[config.mk]
export PLATFORM = sky130hd
export DESIGN_NAME = dsag_top
export DESIGN_NICKNAME = d
export VERILOG_FILES = /design/src/design/dsag_pkg.sv /design/src/design/dsag_bitrev.sv /design/src/design/dsag_circ_adj.sv /design/src/design/dsag_top.sv
export SDC_FILE = /design/constraint.sdc
export NUM_CORES = 1
export LEC_CHECK = 0
export ABC_AREA = 0
export BUFFER_PORTS_ARGS = -buffer_cell sky130_fd_sc_hd__buf_2
export CORE_AREA = 2 2 155 157
export CTS_CLUSTER_DIAMETER = 40
export CTS_CLUSTER_SIZE = 20
export DETAILED_ROUTE_END_ITERATION = 16
export DIE_AREA = 0 0 157 159
export PLACE_DENSITY = 0.75
export SKIP_CTS_REPAIR_TIMING = 1
export SYNTH_ARGS = -nofsm -noshare
export SYNTH_HDL_FRONTEND = slang
export SYNTH_SLANG_ARGS = --single-unit
export TNS_END_PERCENT = 5
[constraint.sdc]
create_clock -name ref_clk_in -period 3.03 [get_ports ref_clk_in]
set_input_delay 0.1515 -clock ref_clk_in [delete_from_list [all_inputs] [get_ports ref_clk_in]]
set_output_delay 0.1515 -clock ref_clk_in [all_outputs]
set_load 0.03 [all_outputs]
[src/design/dsag_pkg.sv]
package dsag_pkg;
  localparam int          ADDR_W        = 16;
  localparam int          DATA_W        = 16;
  localparam int          NEAR_W        = 13;
  localparam logic [15:0] NEAR_LIMIT    = 16'h2000;
  localparam logic [15:0] ZERO_WORD     = 16'h0000;
  localparam logic [15:0] DEF_X_LO      = 16'h0800;
  localparam logic [15:0] DEF_X_HI      = 16'h17FF;
  localparam logic [15:0] DEF_Y_LO      = 16'h1800;
  localparam logic [15:0] DEF_Y_HI      = 16'h1FFF;
  localparam logic [15:0] STEP_WORD     = 16'h0002;
  localparam logic [15:0] STEP_BYTE     = 16'h0001;
  localparam int          CIRC_MAX_WORDS = 32768;
  localparam logic [3:0]  STACK_PTR_SEL = 4'hF;

  typedef enum logic [2:0] {
    DSAG_MODE_NONE    = 3'b000,
    DSAG_MODE_POSTINC = 3'b001,
    DSAG_MODE_POSTDEC = 3'b010,
    DSAG_MODE_PREINC  = 3'b011,
    DSAG_MODE_PREDEC  = 3'b100,
    DSAG_MODE_NEAR    = 3'b101,
    DSAG_MODE_BITREV  = 3'b110
  } dsag_mode_type;

  typedef enum logic [1:0] {
    DSAG_PH_IDLE  = 2'b00,
    DSAG_PH_READ  = 2'b01,
    DSAG_PH_WRITE = 2'b10
  } dsag_phase_type;
endpackage

[src/design/dsag_bitrev.sv]
`timescale 1ns/10ps
module dsag_bitrev
  import dsag_pkg::*;
#(
  parameter int W = ADDR_W
)
(
  input  wire logic [W-1:0] ptr_in,
  input  wire logic [W-1:0] modifier_in,
  output logic      [W-1:0] next_out
);
  logic [W-1:0] rp;
  logic [W-1:0] rm;
  logic [W-1:0] rs;
  genvar g;
  // Reverse-carry add: reverse both, add, reverse back
  for (g = 0; g < W; g++) begin : g_rev
    assign rp[g]           = ptr_in[W-1-g];
    assign rm[g]           = modifier_in[W-1-g];
    assign next_out[W-1-g] = rs[g];
  end
  assign rs = rp + rm;
endmodule

[src/design/dsag_circ_adj.sv]
`timescale 1ns/10ps
module dsag_circ_adj
  import dsag_pkg::*;
(
  input  wire logic [15:0] ptr_in,
  input  wire logic        byte_in,
  input  wire logic        inc_in,
  input  wire logic        dec_in,
  input  wire logic        circ_en_in,
  input  wire logic [15:0] circ_start_in,
  input  wire logic [15:0] circ_end_in,
  output logic      [15:0] next_out
);
  logic [15:0] step;
  logic [15:0] start_a;
  logic [15:0] end_a;
  always_comb begin
    step    = byte_in ? STEP_BYTE : STEP_WORD;
    start_a = {circ_start_in[15:1], 1'b0};
    end_a   = {circ_end_in[15:1], 1'b1};
    next_out = ptr_in;
    // Bound checks compare the word address, plus bit 0 on byte access; bounds are forced word-aligned
    if (inc_in) begin
      if (circ_en_in && (ptr_in[15:1] == end_a[15:1]) && (byte_in ? ptr_in[0] : 1'b1)) begin
        next_out = start_a;
      end else begin
        next_out = ptr_in + step;
      end
    end else if (dec_in) begin
      if (circ_en_in && (ptr_in[15:1] == start_a[15:1]) && (byte_in ? !ptr_in[0] : 1'b1)) begin
        next_out = byte_in ? end_a : {end_a[15:1], 1'b0};
      end else begin
        next_out = ptr_in - step;
      end
    end
  end
endmodule

[src/design/dsag_top.sv]
// Operation
// - Bottom 8 Kbyte is near space, reached by 13-bit absolute field.
// - X and Y generators produce any address across 64 Kbyte.
// - Unimplemented address: reads give zero, writes dropped, address trap raised.
// - X read and X write generators run independently on separate buses.
// - X read bus returns combined-space data and DSP X operand.
// - Every data write goes only over the X write bus.
// - X read address computed from prefetched instruction, driven at cycle start.
// - X write address computed at cycle start, driven in write phase.
// - Circular mode on X read and write; bit-reverse on X write only.
// - Y generator and bus serve DSP reads only, never writes.
// - Y generator timing matches X read generator.
// - Y supports only DSP post-modify modes plus circular addressing.
// - DSP X pointers use X read unit; Y pointers use Y unit.
// - DSP writes go over X bus to any combined-space address.
// - Word access ignores address bit 0; words stored little-endian.
// - Byte access selects byte by bit 0, placed on low 8 bits.
// - Pointer step is 2 for words, 1 for bytes.
// - Misaligned word access traps; read completes, write is suppressed. A Y read at an odd address only drops bit 0 and does not trap.
// - Any pointer but stack pointer may be circular, auto-wrapped at bounds.
// - One circular buffer in X space, one in Y space.
// - Buffers up to 32K words; checks at word bounds only.
// - DSP X pointer into Y space reads zero; unimplemented address traps.
// - Incrementing pointer at end reloads start; decrementing at start reloads end.
// - Circular start bit 0 fixed at 0, end bit 0 fixed at 1.
`timescale 1ns/10ps
module dsag_top
  import dsag_pkg::*;
#(
  parameter logic [15:0] X_LO = DEF_X_LO,
  parameter logic [15:0] X_HI = DEF_X_HI,
  parameter logic [15:0] Y_LO = DEF_Y_LO,
  parameter logic [15:0] Y_HI = DEF_Y_HI
)
(
  input  wire logic                ref_clk_in,
  input  wire logic                reset_n_in,
  input  wire logic                rd_req_in,
  input  wire logic                rd_byte_in,
  input  wire logic                rd_dsp_in,
  input  wire logic [2:0]          rd_mode_in,
  input  wire logic [3:0]          rd_ptr_sel_in,
  input  wire logic [15:0]         rd_ptr_in,
  input  wire logic [NEAR_W-1:0]   rd_near_in,
  input  wire logic                y_req_in,
  input  wire logic [2:0]          y_mode_in,
  input  wire logic [3:0]          y_ptr_sel_in,
  input  wire logic [15:0]         y_ptr_in,
  input  wire logic                wr_req_in,
  input  wire logic                wr_byte_in,
  input  wire logic [2:0]          wr_mode_in,
  input  wire logic [3:0]          wr_ptr_sel_in,
  input  wire logic [15:0]         wr_ptr_in,
  input  wire logic [NEAR_W-1:0]   wr_near_in,
  input  wire logic [15:0]         wr_data_in,
  input  wire logic [15:0]         bitrev_mod_in,
  input  wire logic                bitrev_en_in,
  input  wire logic                x_circ_en_in,
  input  wire logic [3:0]          x_circ_sel_in,
  input  wire logic [15:0]         x_circ_start_in,
  input  wire logic [15:0]         x_circ_end_in,
  input  wire logic                y_circ_en_in,
  input  wire logic [3:0]          y_circ_sel_in,
  input  wire logic [15:0]         y_circ_start_in,
  input  wire logic [15:0]         y_circ_end_in,
  input  wire logic [15:0]         xmem_rdata_in,
  input  wire logic [15:0]         ymem_rdata_in,
  output logic      [15:0]         xrd_addr_out,
  output logic                     xrd_en_out,
  output logic      [15:0]         yrd_addr_out,
  output logic                     yrd_en_out,
  output logic      [15:0]         xwr_addr_out,
  output logic                     xwr_en_out,
  output logic      [1:0]          xwr_be_out,
  output logic      [15:0]         xwr_data_out,
  output logic      [15:0]         x_rdata_out,
  output logic      [15:0]         y_rdata_out,
  output logic                     rd_ptr_upd_out,
  output logic      [15:0]         rd_ptr_new_out,
  output logic                     y_ptr_upd_out,
  output logic      [15:0]         y_ptr_new_out,
  output logic                     wr_ptr_upd_out,
  output logic      [15:0]         wr_ptr_new_out,
  output logic                     addr_trap_out
);
  typedef struct packed {
    logic [15:0] xrd_addr;
    logic        xrd_en;
    logic        xrd_byte;
    logic        xrd_zero;
    logic        xrd_dsp;
    logic [15:0] yrd_addr;
    logic        yrd_en;
    logic        yrd_zero;
    logic [15:0] xwr_addr;
    logic        xwr_en;
    logic [1:0]  xwr_be;
    logic [15:0] xwr_data;
    logic        rd_upd;
    logic [15:0] rd_new;
    logic        y_upd;
    logic [15:0] y_new;
    logic        wr_upd;
    logic [15:0] wr_new;
    logic        trap;
  } dsag_state_type;

  dsag_state_type st_r;
  dsag_state_type st_nxt;

  logic [15:0] rd_ea;
  logic [15:0] y_ea;
  logic [15:0] wr_ea;
  logic [15:0] rd_mod;
  logic [15:0] y_mod;
  logic [15:0] wr_mod;
  logic [15:0] wr_brev;
  logic        rd_circ;
  logic        y_circ;
  logic        wr_circ;
  logic        rd_impl;
  logic        y_impl;
  logic        wr_impl;
  logic        rd_in_x;
  logic        y_in_y;
  logic        rd_mis;
  logic        wr_mis;
  logic        wr_post;
  logic [15:0] xbyte;

  function automatic logic [15:0] ea_of(input logic [2:0] mode, input logic [15:0] ptr,
                                        input logic [15:0] pre, input logic [NEAR_W-1:0] near);
    case (mode)
      DSAG_MODE_NEAR:   ea_of = {{(ADDR_W-NEAR_W){1'b0}}, near};
      DSAG_MODE_PREINC,
      DSAG_MODE_PREDEC: ea_of = pre;
      default:          ea_of = ptr;
    endcase
  endfunction

  function automatic logic implemented(input logic [15:0] a);
    implemented = (a < NEAR_LIMIT && a < X_LO) || (a >= X_LO && a <= Y_HI);
  endfunction

  // Stack pointer never wraps circularly
  assign rd_circ = x_circ_en_in && (rd_ptr_sel_in == x_circ_sel_in) && (rd_ptr_sel_in != STACK_PTR_SEL);
  assign wr_circ = x_circ_en_in && (wr_ptr_sel_in == x_circ_sel_in) && (wr_ptr_sel_in != STACK_PTR_SEL);
  assign y_circ  = y_circ_en_in && (y_ptr_sel_in == y_circ_sel_in) && (y_ptr_sel_in != STACK_PTR_SEL);

  dsag_circ_adj u_rd_adj (
    .ptr_in        (rd_ptr_in),
    .byte_in       (rd_byte_in),
    .inc_in        (rd_mode_in == DSAG_MODE_POSTINC || rd_mode_in == DSAG_MODE_PREINC),
    .dec_in        (rd_mode_in == DSAG_MODE_POSTDEC || rd_mode_in == DSAG_MODE_PREDEC),
    .circ_en_in    (rd_circ),
    .circ_start_in (x_circ_start_in),
    .circ_end_in   (x_circ_end_in),
    .next_out      (rd_mod)
  );
  dsag_circ_adj u_y_adj (
    .ptr_in        (y_ptr_in),
    .byte_in       (1'b0),
    .inc_in        (y_mode_in == DSAG_MODE_POSTINC),
    .dec_in        (y_mode_in == DSAG_MODE_POSTDEC),
    .circ_en_in    (y_circ),
    .circ_start_in (y_circ_start_in),
    .circ_end_in   (y_circ_end_in),
    .next_out      (y_mod)
  );
  dsag_circ_adj u_wr_adj (
    .ptr_in        (wr_ptr_in),
    .byte_in       (wr_byte_in),
    .inc_in        (wr_mode_in == DSAG_MODE_POSTINC || wr_mode_in == DSAG_MODE_PREINC),
    .dec_in        (wr_mode_in == DSAG_MODE_POSTDEC || wr_mode_in == DSAG_MODE_PREDEC),
    .circ_en_in    (wr_circ),
    .circ_start_in (x_circ_start_in),
    .circ_end_in   (x_circ_end_in),
    .next_out      (wr_mod)
  );
  dsag_bitrev #(.W(ADDR_W)) u_brev (
    .ptr_in      (wr_ptr_in),
    .modifier_in (bitrev_mod_in),
    .next_out    (wr_brev)
  );

  always_comb begin
    rd_ea   = ea_of(rd_mode_in, rd_ptr_in, rd_mod, rd_near_in);
    wr_ea   = ea_of(wr_mode_in, wr_ptr_in, wr_mod, wr_near_in);
    y_ea    = y_ptr_in;
    rd_impl = implemented(rd_ea);
    wr_impl = implemented(wr_ea);
    y_impl  = implemented(y_ea);
    rd_in_x = !(rd_ea >= Y_LO && rd_ea <= Y_HI);
    y_in_y  = y_ea >= Y_LO && y_ea <= Y_HI;
    rd_mis  = !rd_byte_in && rd_ea[0];
    wr_mis  = !wr_byte_in && wr_ea[0];
    wr_post = wr_mode_in == DSAG_MODE_POSTINC || wr_mode_in == DSAG_MODE_POSTDEC;
  end

  // Addresses are formed one cycle ahead and launched from flops at the cycle edge
  always_comb begin
    st_nxt = st_r;
    st_nxt.xrd_en   = rd_req_in;
    st_nxt.xrd_addr = rd_req_in ? {rd_ea[15:1], rd_ea[0] & rd_byte_in} : st_r.xrd_addr;
    st_nxt.xrd_byte = rd_byte_in;
    st_nxt.xrd_dsp  = rd_dsp_in;
    st_nxt.xrd_zero = !rd_impl || (rd_dsp_in && !rd_in_x);
    st_nxt.yrd_en   = y_req_in;
    st_nxt.yrd_addr = y_req_in ? {y_ea[15:1], 1'b0} : st_r.yrd_addr;
    st_nxt.yrd_zero = !y_impl || !y_in_y;
    st_nxt.xwr_en   = wr_req_in && wr_impl && !wr_mis;
    st_nxt.xwr_addr = wr_req_in ? {wr_ea[15:1], wr_ea[0] & wr_byte_in} : st_r.xwr_addr;
    st_nxt.xwr_be   = wr_byte_in ? (wr_ea[0] ? 2'b10 : 2'b01) : 2'b11;
    st_nxt.xwr_data = wr_byte_in ? {wr_data_in[7:0], wr_data_in[7:0]} : wr_data_in;
    st_nxt.rd_upd   = rd_req_in && rd_mode_in != DSAG_MODE_NONE && rd_mode_in != DSAG_MODE_NEAR;
    st_nxt.rd_new   = rd_mod;
    st_nxt.y_upd    = y_req_in && (y_mode_in == DSAG_MODE_POSTINC || y_mode_in == DSAG_MODE_POSTDEC);
    st_nxt.y_new    = y_mod;
    st_nxt.wr_upd   = wr_req_in && (wr_post || wr_mode_in == DSAG_MODE_PREINC || wr_mode_in == DSAG_MODE_PREDEC
                      || (wr_mode_in == DSAG_MODE_BITREV));
    st_nxt.wr_new   = (wr_mode_in == DSAG_MODE_BITREV && bitrev_en_in) ? wr_brev : wr_mod;
    st_nxt.trap     = (rd_req_in && (!rd_impl || rd_mis)) || (y_req_in && !y_impl)
                      || (wr_req_in && (!wr_impl || wr_mis));
  end

  always_ff @(posedge ref_clk_in or negedge reset_n_in) begin
    if (!reset_n_in) begin
      st_r <= '0;
    end else begin
      st_r <= st_nxt;
    end
  end

  // Misaligned word read still completes, only traps
  always_comb begin
    xbyte = st_r.xrd_addr[0] ? {8'h00, xmem_rdata_in[15:8]} : {8'h00, xmem_rdata_in[7:0]};
    x_rdata_out = st_r.xrd_zero ? ZERO_WORD : (st_r.xrd_byte ? xbyte : xmem_rdata_in);
    y_rdata_out = st_r.yrd_zero ? ZERO_WORD : ymem_rdata_in;
  end

  assign xrd_addr_out   = st_r.xrd_addr;
  assign xrd_en_out     = st_r.xrd_en;
  assign yrd_addr_out   = st_r.yrd_addr;
  assign yrd_en_out     = st_r.yrd_en;
  assign xwr_addr_out   = st_r.xwr_addr;
  assign xwr_en_out     = st_r.xwr_en;
  assign xwr_be_out     = st_r.xwr_be;
  assign xwr_data_out   = st_r.xwr_data;
  assign rd_ptr_upd_out = st_r.rd_upd;
  assign rd_ptr_new_out = st_r.rd_new;
  assign y_ptr_upd_out  = st_r.y_upd;
  assign y_ptr_new_out  = st_r.y_new;
  assign wr_ptr_upd_out = st_r.wr_upd;
  assign wr_ptr_new_out = st_r.wr_new;
  assign addr_trap_out  = st_r.trap;
endmodule

# Yosys cells after proc, flatten, opt, wreduce, memory -nomap -nowiden
# Index checks and enable logic that the tools add are counted.
# classes
n_addsub,7
mul,0
div,0
magnitude_cmp,14
eq_ne,26
n_shift,0
muxes,30
bitwise,2
reduce_logical,67
# ops
operator,n
two-way mux 16 bit,17
== test 15 bit,6
one-hot mux 16 bit (2 select lines),2
adder 16 bit,3
">= comparator 16 x 12 -> 1 bit, second input constant",3
"<= comparator 16 x 13 -> 1 bit, second input constant",3
"less-than comparator 16 x 12 -> 1 bit, second input constant",3
"less-than comparator 16 x 14 -> 1 bit, second input constant",3
logical AND 1 bit,37
">= comparator 16 x 13 -> 1 bit, second input constant",2
subtractor 16 bit,2
logical OR 1 bit,18
"adder 16 x 2 -> 16 bit, second input constant",1
"subtractor 16 x 2 -> 16 bit, second input constant",1
"== test 3 x 2 -> 1 bit, second input constant",5
"== test 3 bit, second input constant",5
== test 4 bit,3
"inequality test 4 bit, second input constant",3
"== test 3 x 1 -> 1 bit, second input constant",3
logical NOT 1 bit,9
two-way mux 2 bit,4
two-way mux 8 bit,1
two-way mux 1 bit,6
OR reduction 2 bit,2
other kinds (3),4
# totals
register_bits,123
latch_bits,0
ram_bits,0
mem_bits_ro,0
input_bits,242
output_inout_bits,153
elab_cells,164
mem_count,0

# Depth between registers and ports, before layout
# depth
ltp_word,17
depth_mapped,13
depth_no_buf,13

# Hierarchy
# From an unflattened synthesis, not the netlist that was laid out.
# hier_totals
hier_cells,1395
hier_area_um2,12039.0
# modules_own_cells
module,instances,cells_each,area_each_um2,seq_area_each_um2
dsag_top,1,567,6192.2,3078.0
dsag_circ_adj at u_wr_adj ...,2,239,1699.1,0.0
dsag_circ_adj at u_rd_adj,1,252,1724.2,0.0
dsag_bitrev,1,98,724.4,0.0

# Worst setup path before layout
# No wires, ideal clock.
# synth_timing
path_kind,input-to-reg
startpoint,in wr_byte_in
endpoint,reg st_r (netlist bit addr_trap_out)
setup_time_ns,0.126
t_arrival_ns,2.663
required_ns,2.904
path_slack_ns,0.241
stages,12
n_path_buf,1
cell_sequence,clkbuf_1 > inv_1 > ha_1 > a21oi_1 > nor3_1 > nand2_1 > xnor2_1 > mux2_2 > a222oi_1 > o21ai_0 > nand4b_1 > a221o_1
# synth_lines
element,line_no,text
from (decl),dsag_top.sv:50,"input wire logic wr_byte_in,"
to (signal assigned),dsag_top.sv:230,st_r <= st_nxt;
to (decl),dsag_top.sv:108,dsag_state_type st_r;

==> metrics.yaml <==
timing:
  setup_ws_ns: 0.122
  worstMarginPinSlew_ns: 1.15
  slew_headroom_pct: 23.6
  slew_viol_final: 0
  hold_slack_ns: -0.00506
  hold_viol: 1
  layout_worst_path_cycle_share_pct: 96.0
  setup_viol: 0
  min_period_ns: 2.91
  rsz0062_at_grt: "false"
  clock.fmax_mhz: 344
  skew_ns: 0
synthesis:
  ys_ff_latch: 123
  synth.net_count: 1705
  ys_warn_count: 0
  synthTopCellsByArea: "dfrtp_1 27%, buf_4 7.5%, xor2_1 7.1%"
  synth_area_leader_cell: "dfrtp_1"
  synth_top_area_share_pct: 27.0
  synthMostInstantiatedCell: "nor2_1"
  synth_cells: 1431
  synth_edf_count: 0
  ys_async_sr_fraction_pct: 100
  yosysUniqueCellTypes: 73
  seq_area_frac_synth_pct: 27.0
  yosys-top-cells-count: "137 x nor2_1, 123 x dfrtp_1, 114 x buf_4, 108 x nand2_1, 92 x xor2_1"
  avgSynthCellArea_um2: 7.96
  synth_ff_type: "dfrtp_1"
  synth_area_mm2: 0.0114
floorplan:
  die_area_mm2: 0.0250
  coreArea_mm2: 0.0232
  die_h_um: 159
  io_pins: 395
  start_util_pct: 49.1
  std_cell_rows: 56
  die_x_um: 157
hold_path:
  min_path_type: "in -> reg"
power_and_ir_drop:
  power_mw: 5.86
  ir_drop_mv: 0.247
  leakagePower_nw: 6.61
  power.density_mw_per_mm2: 421
place:
  place_congestion: 0.972
  hpwlAfterDp_um: 32200
  place_ws_ns: -0.0644
  port_buffers: 389
  dpl.cell_count: 2007
global_routing:
  grt_pass1_wl_um: 62400
  antenna_found_initial: 3
  grtUsageTotal_pct: 31.8
  grt_overflow: 0
  first_global_vias: 11500
  grt_max_degree: 82
clock_network:
  max-clock-path-buffers: 2
  clk_latency_ns: 0.41
  numCtsBuffers: 17
  cts-root-buf: "clkbuf_16"
  cts_tree: "built"
  clock_sinks: 123
  h-tree-depth: 4
  clk_pin_slew_ns: 0.06
setup_path:
  endpoint_kind: "flip-flop"
  path_class: "in -> reg"
  crit_path_start_kind: "primary input"
  cp_slowest_cell: "dlygate4sd3_1"
  critPathBufInv: 4
  cpLargestDelayFamily: "buffers and inverters"
  cp_max_fo: 24
  critPathMaxStageDelay_ns: 0.55
  cp_cell_sequence: "dlygate4sd3_1 > buf_2 > xnor2_1 > nand4_1 > nor4_1 > nand4_1 > buf_4 > a311oi_1 > a21oi_1 > a221o_1 > dlygate4sd3_1"
  cp.required_ns: 3.33
  crit_arrival_ns: 3.21
finish:
  fillers: 2103
  area_growth_pct: 22.3
  drive_gt1_share_pct: 31.2
  multiInputGateArea_mm2: 0.00694
  nNetsFinal: 2006
  finalNonFillerCells: 2065
  seqCellArea_mm2: 0.00308
routing:
  drc: 0
  routed_wl_um: 41300
  vias: 12100
  wl_per_cell_um: 20.0
  via_per_inst: 5.84
  dr.first_iter.drc_count: 1297
  detail_route.first_pass.iterations: 6
  detail-route-antenna-nets: 0
outcome:
  violations: "negative hold slack"
  status: "finished, violations left"
job:
  cap_violations: 0
registers in the layout (all words and copies together) (netlist names), 2 cells and up:
signal and count:
st_r 3, rd_ptr_new_out 16, yrd_addr_out 15, y_ptr_new_out 16, wr_ptr_new_out 16, xwr_be_out 2
xwr_data_out 16, xwr_addr_out 16, xrd_addr_out 16
cell families after synthesis:
logic type | share of synthesized area [%]
xor gates and xnor gates | 11.7
muxes | 6.71
and+or+nand+nor | 21.0
other | 0.0329
DFF | 27.0
adders and majority gates | 3.84
buffers and inverters | 12.0
AOI/OAI and AO/OA | 17.7
placed cells by master, fill, tap and decap left out, drive strengths merged, types with 21 or more instances in the layout:
cell           n
nand2        109
nand4         21
nand3         45
nor3          32
dfrtp        123
xnor2         60
mux2i         37
nor2         137
a21oi         85
buf          465
inv           42
nor4          34
o21ai         87
dlygate4sd3   25
and3          21
ha            27
xor2          92
mux2          35
nor2b         30
final cells by class:
type / count / area share, %
inverters: 40 / 1.08
flip-flops and latches: 123 / 22.1
clock inverters: 14 / 1.07
clock buffers: 17 / 3.05
repair buffers: 490 / 20.0
multi-input cells: 1060 / 49.8
diodes: 2 / 0.0359
well taps: 319 / 2.86
final timing paths:
path,startpoint,end,slack [ns],cells after the start
hold reg to reg,xwr_addr_out[5],xwr_addr_out[5],0.49,1
setup reg to reg,xrd_addr_out[5],xrd_addr_out[5],2.09,2
max in group asynchronous,reset_n_in,xrd_en_out,1.90,3
min in group asynchronous,reset_n_in,xwr_data_out[13],0.29,2
setup / recovery,y_circ_start_in[14],y_ptr_new_out[4],0.12,11
hold / removal,y_circ_end_in[2],y_ptr_new_out[2],-0.005,3
stage by stage:
step | area, um^2 | TNS (ns) | utilization [%]
6_report | 13900 | 0 | 60.1
5_1_grt | 13900 | 0 | 60.1
4_1_cts | 13700 | 0 | 59.0
3_5_place_dp | 13100 | -0.0644 | 56.5
3_3_place_gp | 13100 | -0.0520 | 56.5
2_1_floorplan | 11400 | 0 | -
routing by layer:
metal | up-vias | part of all wire (%) | global-route usage (%)
met5 | - | 0.039 | 0
met1 | 5584 | 39 | 40.2
met4 | 2 | 5.0 | 14.7
met3 | 163 | 9.5 | 6.75
met2 | 782 | 47 | 51.8
li1 | 5530 | - | -
power breakdown:
part	internal, mW	switching [mW]
sequential	1.81	0.0721
clock	1.21	0.827
combinational	0.692	1.26
total	3.71	2.15
tightest hold or removal path, delay by kind of cell:
kind / cells / cell delay (ns)
simple gates: 1 / 0.06
compound gates: 1 / 0.07
buf+inv: 1 / 0.09
Note: power is estimated with default switching activity, not from simulation.
